`config.mk`:
```
export PLATFORM = sky130hd
export DESIGN_NAME = baec_bus_activity_counter
export DESIGN_NICKNAME = d
export VERILOG_FILES = /design/src/common/baec_pkg.sv /design/src/hdl/baec_bus_activity_counter.sv
export SDC_FILE = /design/constraint.sdc
export NUM_CORES = 1
export LEC_CHECK = 0
export ABC_AREA = 1
export BUFFER_PORTS_ARGS = -buffer_cell sky130_fd_sc_hd__buf_4
export CORE_MARGIN = 3
export CORE_UTILIZATION = 59
export CTS_CLUSTER_DIAMETER = 120
export DETAILED_ROUTE_END_ITERATION = 10
export GPL_ROUTABILITY_DRIVEN = 0
export PLACE_DENSITY = 0.86
export SLEW_MARGIN = 20
export SYNTH_ARGS = -nofsm -noshare
export SYNTH_HDL_FRONTEND = slang
export SYNTH_SLANG_ARGS = --single-unit
export TNS_END_PERCENT = 1
```
`constraint.sdc`:
```
create_clock -name clk -period 3.67 [get_ports clk]
set_input_delay 0.5505 -clock clk [delete_from_list [all_inputs] [get_ports clk]]
set_output_delay 0.5505 -clock clk [all_outputs]
set_load 0.1 [all_outputs]
```
`src/common/baec_pkg.sv`:
```
// Package of constants and carrier types for the bus activity event counter.
package baec_pkg;

  // ==========================================================================
  // Event codes
  localparam logic [7:0] EVT_BUS_NOT_READY_DRIVEN = 8'h61;
  localparam logic [7:0] EVT_DATA_READY_CYCLES = 8'h62;
  localparam logic [7:0] EVT_BUS_LOCK_CYCLES = 8'h63;
  localparam logic [7:0] EVT_DATA_RECEIVE_CYCLES = 8'h64;
  localparam logic [7:0] EVT_BURST_READ_TRANS = 8'h65;
  localparam logic [7:0] EVT_READ_FOR_OWNERSHIP_TRANS = 8'h66;

  // ==========================================================================
  // Widths, limits and reset values
  localparam int COUNT_WIDTH = 40;
  localparam int OUTSTANDING_WIDTH = 4;
  localparam logic [3:0] OUTSTANDING_MAX = 4'hC;
  localparam logic [3:0] NOT_READY_MARGIN = 4'h2;
  localparam logic [7:0] EVENT_SEL_RESET = 8'h00;

  // ==========================================================================
  // Transaction kinds issued by this agent.
  typedef enum logic [2:0] {
    BAEC_TK_NONE,
    BAEC_TK_BURST_READ,
    BAEC_TK_READ_FOR_OWNERSHIP,
    BAEC_TK_WRITEBACK,
    BAEC_TK_PARTIAL_WRITE,
    BAEC_TK_OTHER
  } baec_trans_kind_e;

  // Source of a burst read; all count toward the burst read event.
  typedef enum logic [1:0] {
    BAEC_SRC_L1_DATA_MISS,
    BAEC_SRC_L1_PREFETCH,
    BAEC_SRC_L2_PREFETCH,
    BAEC_SRC_INSTRUCTION_FETCH_UNIT
  } baec_read_src_e;

  // Bus-side observations for one bus cycle.
  typedef struct packed {
    logic busNotReady;      // Any agent holds the bus not ready.
    logic dataReadyStrobe;  // Data ready asserted on the bus.
    logic busLock;          // Lock asserted on the bus.
    logic dataReceive;      // This agent is receiving data.
  } baec_bus_obs_s;

  // A transaction completion reported by the bus interface.
  typedef struct packed {
    logic valid;
    baec_trans_kind_e kind;
    baec_read_src_e readSrc;
    logic fromLockedOp;
  } baec_trans_done_s;

endpackage

```
`src/hdl/baec_bus_activity_counter.sv`:
```
// Bus activity event counter with local bus-not-ready generation.
`timescale 1ns/10ps
// ============================================================================
// Notes on behaviour
// - Code 61H counts our bus-not-ready assertions.
// - Drive not-ready near outstanding transaction maximum.
// - No new transaction while any not-ready.
// - Code 62H counts data-ready bus cycles.
// - Data-ready covers all our write data.
// - Code 63H counts bus-lock cycles.
// - Assert bus lock for locked accesses.
// - Code 64H counts data-receive cycles.
// - Code 65H counts burst read transactions.
// - Burst read count excludes read-for-ownership.
// - Code 66H counts read-for-ownership transactions.
// - Read-for-ownership includes locked-operation ones.
// - Bus events are thread independent.
module baec_bus_activity_counter #(
  parameter int COUNT_W = baec_pkg::COUNT_WIDTH,
  parameter int OUT_W = baec_pkg::OUTSTANDING_WIDTH
) (
  input wire logic clk,                                  // Bus clock, 125 MHz.
  input wire logic arst_n,                               // Asynchronous reset, active low.
  input wire logic busEnable,                            // One-cycle bus clock enable.
  input wire logic countEnable,                          // Counting allowed.
  input wire logic [7:0] eventSelect,                    // Selected event code.
  input wire logic anyThreadQualifier,                   // Any-thread qualifier, no effect here.
  input wire logic [1:0] threadId,                       // Requesting logical processor, ignored.
  input wire baec_pkg::baec_bus_obs_s busObs,            // Bus-wide signal levels.
  input wire logic otherNotReady,                        // Other agents drive not-ready.
  input wire logic txnIssueReq,                          // Core wants to start a transaction.
  input wire logic txnDataDone,                          // A data or snoop transaction retired.
  input wire logic snoopStart,                           // A snoop transaction begins.
  input wire logic writeDataDrive,                       // We drive write data this bus cycle.
  input wire logic lockedAccess,                         // Locked access in progress.
  input wire baec_pkg::baec_trans_done_s transDone,      // Transaction completion report.
  output logic busNotReadyOut,                           // Our bus-not-ready drive.
  output logic dataReadyStrobeOut,                       // Our data-ready drive.
  output logic busLockOut,                               // Our bus lock drive.
  output logic txnIssueGrant,                            // Transaction may be issued now.
  output logic [COUNT_W-1:0] eventCount,                 // Accumulated event count.
  output logic unsupportedEvent                          // Selected code not supported.
);
  import baec_pkg::*;

  // ==========================================================================
  // Helpers
  function automatic logic isSupported(input logic [7:0] code);
    isSupported = (code >= EVT_BUS_NOT_READY_DRIVEN) && (code <= EVT_READ_FOR_OWNERSHIP_TRANS);
  endfunction

  // ==========================================================================
  // Outstanding transactions and bus-not-ready drive
  logic [OUT_W-1:0] outstanding_q, outstanding_d;
  logic notReady_q, notReady_d;
  logic notReadyRise;

  assign txnIssueGrant = txnIssueReq && !notReady_q && !otherNotReady;

  always_comb begin
    outstanding_d = outstanding_q;
    if ((txnIssueGrant || snoopStart) && !txnDataDone) begin
      outstanding_d = outstanding_q + OUT_W'(1);
    end else if (!(txnIssueGrant || snoopStart) && txnDataDone && outstanding_q != '0) begin
      outstanding_d = outstanding_q - OUT_W'(1);
    end
    // Asserting a margin early leaves room for requests already in flight.
    notReady_d = (outstanding_d >= OUT_W'(OUTSTANDING_MAX - NOT_READY_MARGIN));
  end

  always_ff @(posedge clk or negedge arst_n) begin
    if (!arst_n) begin
      outstanding_q <= '0;
      notReady_q <= 1'b0;
    end else begin
      outstanding_q <= outstanding_d;
      notReady_q <= notReady_d;
    end
  end

  assign busNotReadyOut = notReady_q;

  // ==========================================================================
  // Data-ready and lock drives, registered for clean outputs
  logic data_ready_strobe_q, data_ready_strobe_d, lock_q, lock_d, nrPrev_q, nrPrev_d;

  always_comb begin
    data_ready_strobe_d = writeDataDrive;
    lock_d = lockedAccess;
    nrPrev_d = notReady_q;
  end

  always_ff @(posedge clk or negedge arst_n) begin
    if (!arst_n) begin
      data_ready_strobe_q <= 1'b0;
      lock_q <= 1'b0;
      nrPrev_q <= 1'b0;
    end else begin
      data_ready_strobe_q <= data_ready_strobe_d;
      lock_q <= lock_d;
      nrPrev_q <= nrPrev_d;
    end
  end

  assign dataReadyStrobeOut = data_ready_strobe_q;
  assign busLockOut = lock_q;
  assign notReadyRise = notReady_q && !nrPrev_q;

  // ==========================================================================
  // Event counter
  // Thread identity and the any-thread qualifier are deliberately unused:
  // bus events are shared, so a per-thread split would double count.
  logic [COUNT_W-1:0] count_q, count_d;
  logic cycleHit, transHit, inc;
  logic pendRise_q, pendRise_d;

  always_comb begin
    // A not-ready rise between bus enables is held until the next one.
    pendRise_d = pendRise_q;
    if (busEnable) begin
      pendRise_d = 1'b0;
    end
    // A rise that meets a bus enable is counted at once, so holding it as
    // well would count the same assertion a second time.
    if (notReadyRise && !busEnable) begin
      pendRise_d = 1'b1;
    end
    cycleHit = 1'b0;
    transHit = 1'b0;
    unique case (eventSelect)
      EVT_BUS_NOT_READY_DRIVEN: cycleHit = pendRise_q || notReadyRise;
      EVT_DATA_READY_CYCLES: cycleHit = busObs.dataReadyStrobe || data_ready_strobe_q;
      EVT_BUS_LOCK_CYCLES: cycleHit = busObs.busLock || lock_q;
      EVT_DATA_RECEIVE_CYCLES: cycleHit = busObs.dataReceive;
      EVT_BURST_READ_TRANS: transHit = transDone.valid && transDone.kind == BAEC_TK_BURST_READ;
      EVT_READ_FOR_OWNERSHIP_TRANS: transHit = transDone.valid && transDone.kind == BAEC_TK_READ_FOR_OWNERSHIP;
      default: ;
    endcase
    inc = countEnable && isSupported(eventSelect) && ((busEnable && cycleHit) || transHit);
    count_d = inc ? count_q + COUNT_W'(1) : count_q;
  end

  always_ff @(posedge clk or negedge arst_n) begin
    if (!arst_n) begin
      count_q <= '0;
      pendRise_q <= 1'b0;
    end else begin
      count_q <= count_d;
      pendRise_q <= pendRise_d;
    end
  end

  assign eventCount = count_q;
  assign unsupportedEvent = !isSupported(eventSelect);

endmodule // baec_bus_activity_counter

```
* Word level (Yosys, flattened, before mapping)
Index checks and enable logic that the tools add are counted.
** Word-level totals
- Flip-flop bits (word level) :: 49
- Logic and storage cells :: 54
- Output and inout bits :: 45
- Bits of input ports :: 32
** Cells by class
- Magnitude comparators :: 3
- $add $sub $neg :: 3
- Reduce and logical (&&, ||, !) cells :: 27
- Muxes and demuxes :: 6
- Equality and inequality tests :: 8
** Operators by type and width (count)
- 8-bit by 7-bit equality test with 1-bit output (second input constant) :: 6
- 40-bit by 1-bit adder with 40-bit output (second input constant) :: 1
- 1-bit logical AND :: 13
- 8-bit by 7-bit greater-or-equal comparator with 1-bit output (second input constant) :: 1
- 8-bit by 7-bit less-or-equal comparator with 1-bit output (second input constant) :: 1
- 4-bit 2-to-1 mux :: 2
- 1-bit zero test :: 7
- 1-bit logical OR :: 5
- 4-bit by 1-bit adder with 4-bit output (second input constant) :: 1
- 4-bit greater-or-equal comparator (second input constant) :: 1
- 1-bit one-hot mux with 4 select lines :: 1
- 4-bit nonzero test :: 1
- 4-bit by 1-bit subtractor with 4-bit output (second input constant) :: 1
- 3-bit by 1-bit equality test with 1-bit output (second input constant) :: 1
- 3-bit by 2-bit equality test with 1-bit output (second input constant) :: 1
- 1-bit 2-to-1 mux :: 2
- 1-bit one-hot mux with 2 select lines :: 1
- 2-bit nonzero test :: 1

* Logic depth before layout (Yosys ltp)
Gate-level depths: netlist (run 1).
- Word-level depth :: 10
- Depth in mapped cells :: 12

* Least setup slack after synthesis (run 1)
Ideal clock, no wire load.
- Path type :: register to register
- Start :: reg count_q[0], in the netlist eventCount[0]
- End :: reg count_q[32], in the netlist eventCount[32]
- Period minus slack after synthesis :: 2328 ps
- Data required time :: 3547 ps
- Data arrival time :: 2205 ps
- Stages on the path, launching flop included :: 12
- Path slack :: 1342 ps
- Library setup time :: 123 ps
- Buffers on the path :: 1
- Path through :: dfrtp_1 > ha_1 > buf_2 > inv_2 > nor2_4 > nand2_2 > nor2_2 > nand2_1 > nand2_1 > nand2_1 > nand3_1 > nand2_1
** On the way
- Longest elaborated chain between the ends :: 1
** Ends and longest elaborated chain
- start: declaration :: RTL line baec_bus_activity_counter.sv:113 : logic [COUNT_W-1:0] count_q, count_d;
- start signal: assignment :: RTL line baec_bus_activity_counter.sv:148 : count_q <= count_d;
- 40-bit by 1-bit adder with 40-bit output :: RTL line baec_bus_activity_counter.sv:140 : count_d = inc ? count_q + COUNT_W'(1) : count_q;
Every way passes these cells.
A chain may end at the register's enable or synchronous reset.

* Worst setup path after layout (run 1)
- Start :: in eventSelect[3]
- End :: reg count_q[33], in the netlist eventCount[33]
** On the way
- Longest elaborated chain between the ends :: 5
** Ends and longest elaborated chain
- start: declaration :: RTL line baec_bus_activity_counter.sv:26 : input wire logic [7:0] eventSelect,
- branches (longest 4 deep; another with 8-bit by 7-bit greater-or-equal comparator with 1-bit output)
- 1-bit logical AND * :: RTL line baec_bus_activity_counter.sv:139 : inc = countEnable && isSupported(eventSelect) && ((busEnable && cycleHit) || transHit);
Every way passes the cells marked *.

==> results_dict.tcl, run 1 <==
set metrics [dict create \
    final_common_cell "nand2_1" \
    grt_pass1_vias 3578 \
    async_reset_ff_share_pct 100 \
    viasPerCell 5.47 \
    antenna_found_initial 0 \
    yosys-top-cells-area "dfrtp_1 (35%), nand2_1 (26%), nand3_1 (8.0%), nor2_1 (7.6%), nand3b_1 (3.9%)" \
    final_cell_mix "nand2_1 (245), nor2_1 (71), buf_4 (71), nand3_1 (56), dfrtp_1 (49)" \
    tns_ns 0 \
    ctsHoldBuffers 0 \
    ys_warn_count 0 \
    insertion_delay_ns 0.31 \
    final_area_um2 4140 \
    clockBufferDepth 2 \
    synthesis.nets 577 \
    clock-sinks 49 \
    worstMarginPinSlew_ns 0.725 \
    die_h_um 82.9 \
    drive_above_1_share_pct 16.0 \
    ys_seq_area_share_pct 35.1 \
    dp.cells 672 \
    crit_required_ns 3.87 \
    crit_path_cell_trace "buf_4 -> nor2_1 -> nand3b_1 -> a21oi_1 -> o21ai_1 -> nand2_2 -> buf_4 -> nand2_2 -> nand2_1 -> nand2_1" \
    synth.distinct_cells 23 \
    track_usage_pct 27.4 \
    r2r_start "eventCount[0]" \
    cp-start-kind "primary input" \
    wl_um 9230 \
    netlist_area_um2 3490 \
    hp-class "primary input to async pin" \
    status "completed" \
    ir_worst_vdd_mv 0.427 \
    fin_worst_skew_ns 0.00545 \
    drc 0 \
    core_um2 5610 \
    critPathCaptureType "register" \
    nets 642 \
    grt_overflow 0 \
    placed_area_um2 4010 \
    synthDominantCellAreaShare_pct 35.1 \
    powerDensity_nw_per_um2 356 \
    period_needed_ns 2.26 \
    reg2reg_slack_ns 1.52 \
    crit_start "eventSelect[3]" \
    grt_max_degree 50 \
    synth_top_cell_by_area "dfrtp_1" \
    power_leakage_nw 2.13 \
    cp.arrival_ns 2.46 \
    stdcell_count 680 \
    cts.clk_slew.worst_paths_ns 0.09 \
    cp-endpoint "eventCount[33]" \
    grt_pass1_wl_um 15800 \
    cts_tree "done" \
    min_period_over_period_pct 61.6 \
    cap_violations 0 \
    wl_per_cell_um 13.6 \
    synth_edf_count 0 \
    final_core_util_pct 73.8 \
    rows 27 \
    antenna_left 0 \
    io_buffers 69 \
    r2r_end "eventCount[28]" \
    num_io_pins 77 \
    synthToLayoutAreaGrowth_pct 18.6 \
    crit_type "primary input to register" \
    max_slew_margin_pct 51.5 \
    synth-seq-cells 49 \
    post_cts_resized 0 \
    fmax_mhz 442 \
    cpPeakStageDelay_ns 0.52 \
    cts_setup_buffers 0 \
    reg2reg_depth 10 \
    htree_levels 2 \
    cts_inserted_buffers 5 \
    hpwl_um 6870 \
    drv_slew 0 \
    first_pass_iters 5 \
    antenna_cells 0 \
    slowest_stage "nand2_2" \
    die_width_um 82.9 \
    postSynthAreaPerCell_um2 6.44 \
    setup_violations 0 \
    syn_inst 542 \
    vias 3720 \
    synth_ff_type "dfrtp_1" \
    crit_fanout 41 \
    first_iter_violations 302 \
    final_hold_viol_count 0 \
    start_util_pct 62.2 \
    dieArea_um2 6870 \
    rsz0062_at_grt "no" \
    cts_root_buffer "clkbuf_8" \
]
==> registers in the layout (all words and copies together), names as in the netlist <==
name and cells:
outstanding_q 4, busLockOut 1, busNotReadyOut 1, nrPrev_q 1, eventCount 40, dataReadyStrobeOut 1, pendRise_q 1
==> power breakdown <==
part	internal (mW)	total [mW]	switching, mW
logic	0.108	0.384	0.276
clock network	0.271	0.458	0.187
registers	0.584	0.632	0.0481
total	0.962	1.47	0.511
==> worst min path at each step <==
stage | startpoint | slack, ns | end
2_1_floorplan | arst_n | 0.25 | busLockOut
3_3_place_gp | busNotReadyOut | 0.43 | nrPrev_q
3_5_place_dp | busNotReadyOut | 0.44 | nrPrev_q
4_1_cts | arst_n | 0.27 | eventCount[10]
5_1_grt | arst_n | 0.30 | eventCount[5]
6_report | arst_n | 0.25 | eventCount[3]
==> layout make-up <==
class                   instances  area (um^2)
clock inverters                 3         65.1
well taps                      72         90.1
inverters                      37          139
repair buffers                 71          533
flip-flops and latches         49         1230
clock buffers                   5         68.8
fillers                       478         1470
multi-input cells             443         2020
==> metal layers <==
metal / global-route usage, % / routed length (um) / up-vias
met4: 9.51 / 242 / 0
li1: - / - / 1824
met5: 0 / 0 / -
met3: 4.27 / 597 / 23
met1: 33.3 / 3730 / 1716
met2: 49.0 / 4660 / 157
==> cell families after synthesis <==
group	count (synthesis)	synth area share (%)
flops	49	35.1
xor+xnor	18	4.52
fa+ha+maj	3	1.08
buf+inv	50	7.06
simple gates	416	51.3
compound gates	6	0.896
==> critical path, delay by kind of cell <==
| kind | cells | cell delay, ns |
|---|---|---|
| simple gates | 6 | 1.17 |
| buf+inv | 2 | 0.48 |
| compound gates | 2 | 0.24 |
==> Yosys cell counts, types with 4 or more instances <==
library cell	number
buf_4	7
buf_6	4
dfrtp_1	49
inv_1	33
inv_2	4
nand2_1	245
nand2_2	5
nand3_1	56
nand3b_1	18
nand4_1	10
nor2_1	71
nor2_4	5
xnor2_1	4
xor2_1	14
==> through the flow <==
step                hold slack (ns)  setup WS [ns]  power (mW)
finish                        0.252           1.41        1.47
global route                  0.302           1.24        1.55
CTS                           0.273           1.41        1.48
detailed placement            0.435           1.08        1.03
global placement              0.432           1.22        1.01
floorplan                     0.255           1.34       0.917
(Power assumes the default switching activity.)
==> run 2: changes to the inputs <==
--- a/config.mk
+++ b/config.mk
@@ -8,11 +8,11 @@
 export ABC_AREA = 1
 export BUFFER_PORTS_ARGS = -buffer_cell sky130_fd_sc_hd__buf_4
 export CORE_MARGIN = 3
-export CORE_UTILIZATION = 59
+export CORE_UTILIZATION = 55
 export CTS_CLUSTER_DIAMETER = 120
 export DETAILED_ROUTE_END_ITERATION = 10
 export GPL_ROUTABILITY_DRIVEN = 0
-export PLACE_DENSITY = 0.86
+export PLACE_DENSITY = 0.81
 export SLEW_MARGIN = 20
 export SYNTH_ARGS = -nofsm -noshare
 export SYNTH_HDL_FRONTEND = slang
==> constraint.sdc (replaced) <==
create_clock -name clk -period 2.3 [get_ports clk]
set_input_delay 0.345 -clock clk [delete_from_list [all_inputs] [get_ports clk]]
set_output_delay 0.345 -clock clk [all_outputs]
set_load 0.1 [all_outputs]
==> results_dict.tcl, run 2 (synthesis results as in run 1) <==
set metrics [dict create \
    num_io_pins 77 \
    fmax_mhz 523 \
    crit_required_ns 2.49 \
    track_usage_pct 25.4 \
    cts_setup_buffers 0 \
    cpLargestDelayFamily "simple AND/OR/NAND/NOR gates" \
    powerDensity_nw_per_um2 527 \
    cts_tree "done" \
    start_util_pct 57.9 \
    core_um2 6030 \
    synthToLayoutAreaGrowth_pct 17.8 \
    dieArea_um2 7340 \
    crit_path_cell_trace "ha_1 -> inv_2 -> nor2_4 -> nand2_2 -> nor2_2 -> nand2_1 -> nand2_1 -> nand2_1 -> nand3_1 -> nand2_1" \
    antenna_left 0 \
    setup_ws_ns 0.386 \
    rsz0062_at_grt "no" \
    path_buf_inv 1 \
    drc 0 \
    min_period_over_period_pct 83.2 \
    grt_max_degree 50 \
    critPathCaptureType "register" \
    crit_top_cell "nand2_1" \
    worstMarginPinSlew_ns 0.700 \
    antenna_found_initial 0 \
    wl_um 8800 \
    final_core_util_pct 68.2 \
    viasPerCell 5.22 \
    cap_violations 0 \
    max_slew_margin_pct 53.2 \
    rows 28 \
    power_leakage_nw 2.11 \
    placed_area_um2 4010 \
    power.total_mw 2.16 \
    antenna_cells 0 \
    status "completed" \
    io_buffers 69 \
    cts.clk_slew.worst_paths_ns 0.09 \
    wl_per_cell_um 12.9 \
    crit_type "register to register" \
    clockBufferDepth 2 \
    slowest_stage "dfrtp_2" \
    vias 3564 \
    cp.arrival_ns 2.11 \
    setup_violations 0 \
    die_width_um 85.7 \
    grt_pass1_wl_um 15100 \
    clock-sinks 49 \
    period_needed_ns 1.91 \
    final_common_cell "nand2_1" \
    final_cell_mix "nand2_1 (245), nor2_1 (71), buf_4 (71), nand3_1 (56), dfrtp_1 (48)" \
    pre_cts_ws_ns 0.409 \
    tns_ns 0 \
    ir_worst_vdd_mv 0.605 \
    htree_levels 2 \
    first_iter_violations 260 \
    hpwl_um 6720 \
    largest_reg_flops 40 \
    grt_pass1_vias 3425 \
    insertion_delay_ns 0.30 \
    fin_worst_skew_ns 0.00508 \
    post_cts_resized 0 \
    final_hold_viol_count 0 \
    hp-class "primary input to async pin" \
    cts_inserted_buffers 5 \
    num-fill-cells 557 \
    nets 642 \
    cp-start-kind "register" \
    drive_above_1_share_pct 16.1 \
    final_area_um2 4110 \
    cts_root_buffer "clkbuf_8" \
    cpPeakStageDelay_ns 0.48 \
    die_h_um 85.7 \
    grt_overflow 0 \
    drv_slew 0 \
    crit_fanout 9 \
    ctsHoldBuffers 0 \
    first_pass_iters 4 \
]
==> run 2: cell type report <==
type / count / area, um^2 / share of cell area [%]
clock buffers: 7 / 96.3 / 2.34
inverters: 37 / 139 / 3.38
multi-input cells: 443 / 2020 / 49.1
well taps: 75 / 93.8 / 2.28
clock inverters: 1 / 5.00 / 0.122
flip-flops and latches: 49 / 1230 / 29.9
repair buffers: 71 / 533 / 13.0
==> run 2: power breakdown <==
part,total (mW),switching (mW),internal (mW)
sequential,1.01,0.0726,0.933
clock,0.555,0.283,0.272
combinational,0.604,0.433,0.172
==> run 2: layer usage <==
layer  track usage, %  up-vias  share of wire [%]
met4             8.92        0                2.0
met3             4.32       10                6.6
met1             31.6     1601                 43
met5                0        -                  0
met2             44.4      118                 48
li1                 -     1835                  -
==> run 2: metrics by stage <==
step,std cells,hold WS (ns)
2_1_floorplan,542,0.0494
3_3_place_gp,675,0.395
3_5_place_dp,675,0.405
4_1_cts,683,0.0740
5_1_grt,683,0.0947
6_report,683,0.0513
==> run 2: worst reg2reg max path: stages (launching register included) <==
cell and delay, ns:
dfrtp_2 0.48, ha_1 0.35, inv_2 0.10, nor2_4 0.22, nand2_2 0.15, nor2_2 0.20, nand2_1 0.07, nand2_1 0.05
nand2_1 0.05, nand3_1 0.08, nand2_1 0.06
==> run 2: path summary, 6_finish.rpt <==
| path | startpoint | to | slack [ns] | cells after the start |
|---|---|---|---|---|
| worst min-delay path | arst_n | eventCount[11] | 0.05 | 1 |
| worst max register to register | eventCount[0] | eventCount[32] | 0.39 | 10 |
| min in group clk | writeDataDrive | dataReadyStrobeOut | 0.14 | 1 |
| worst max-delay path | eventCount[0] | eventCount[32] | 0.39 | 10 |
| max in group asynchronous | arst_n | eventCount[0] | 1.82 | 1 |
| worst min register to register | busNotReadyOut | nrPrev_q | 0.44 | 0 |
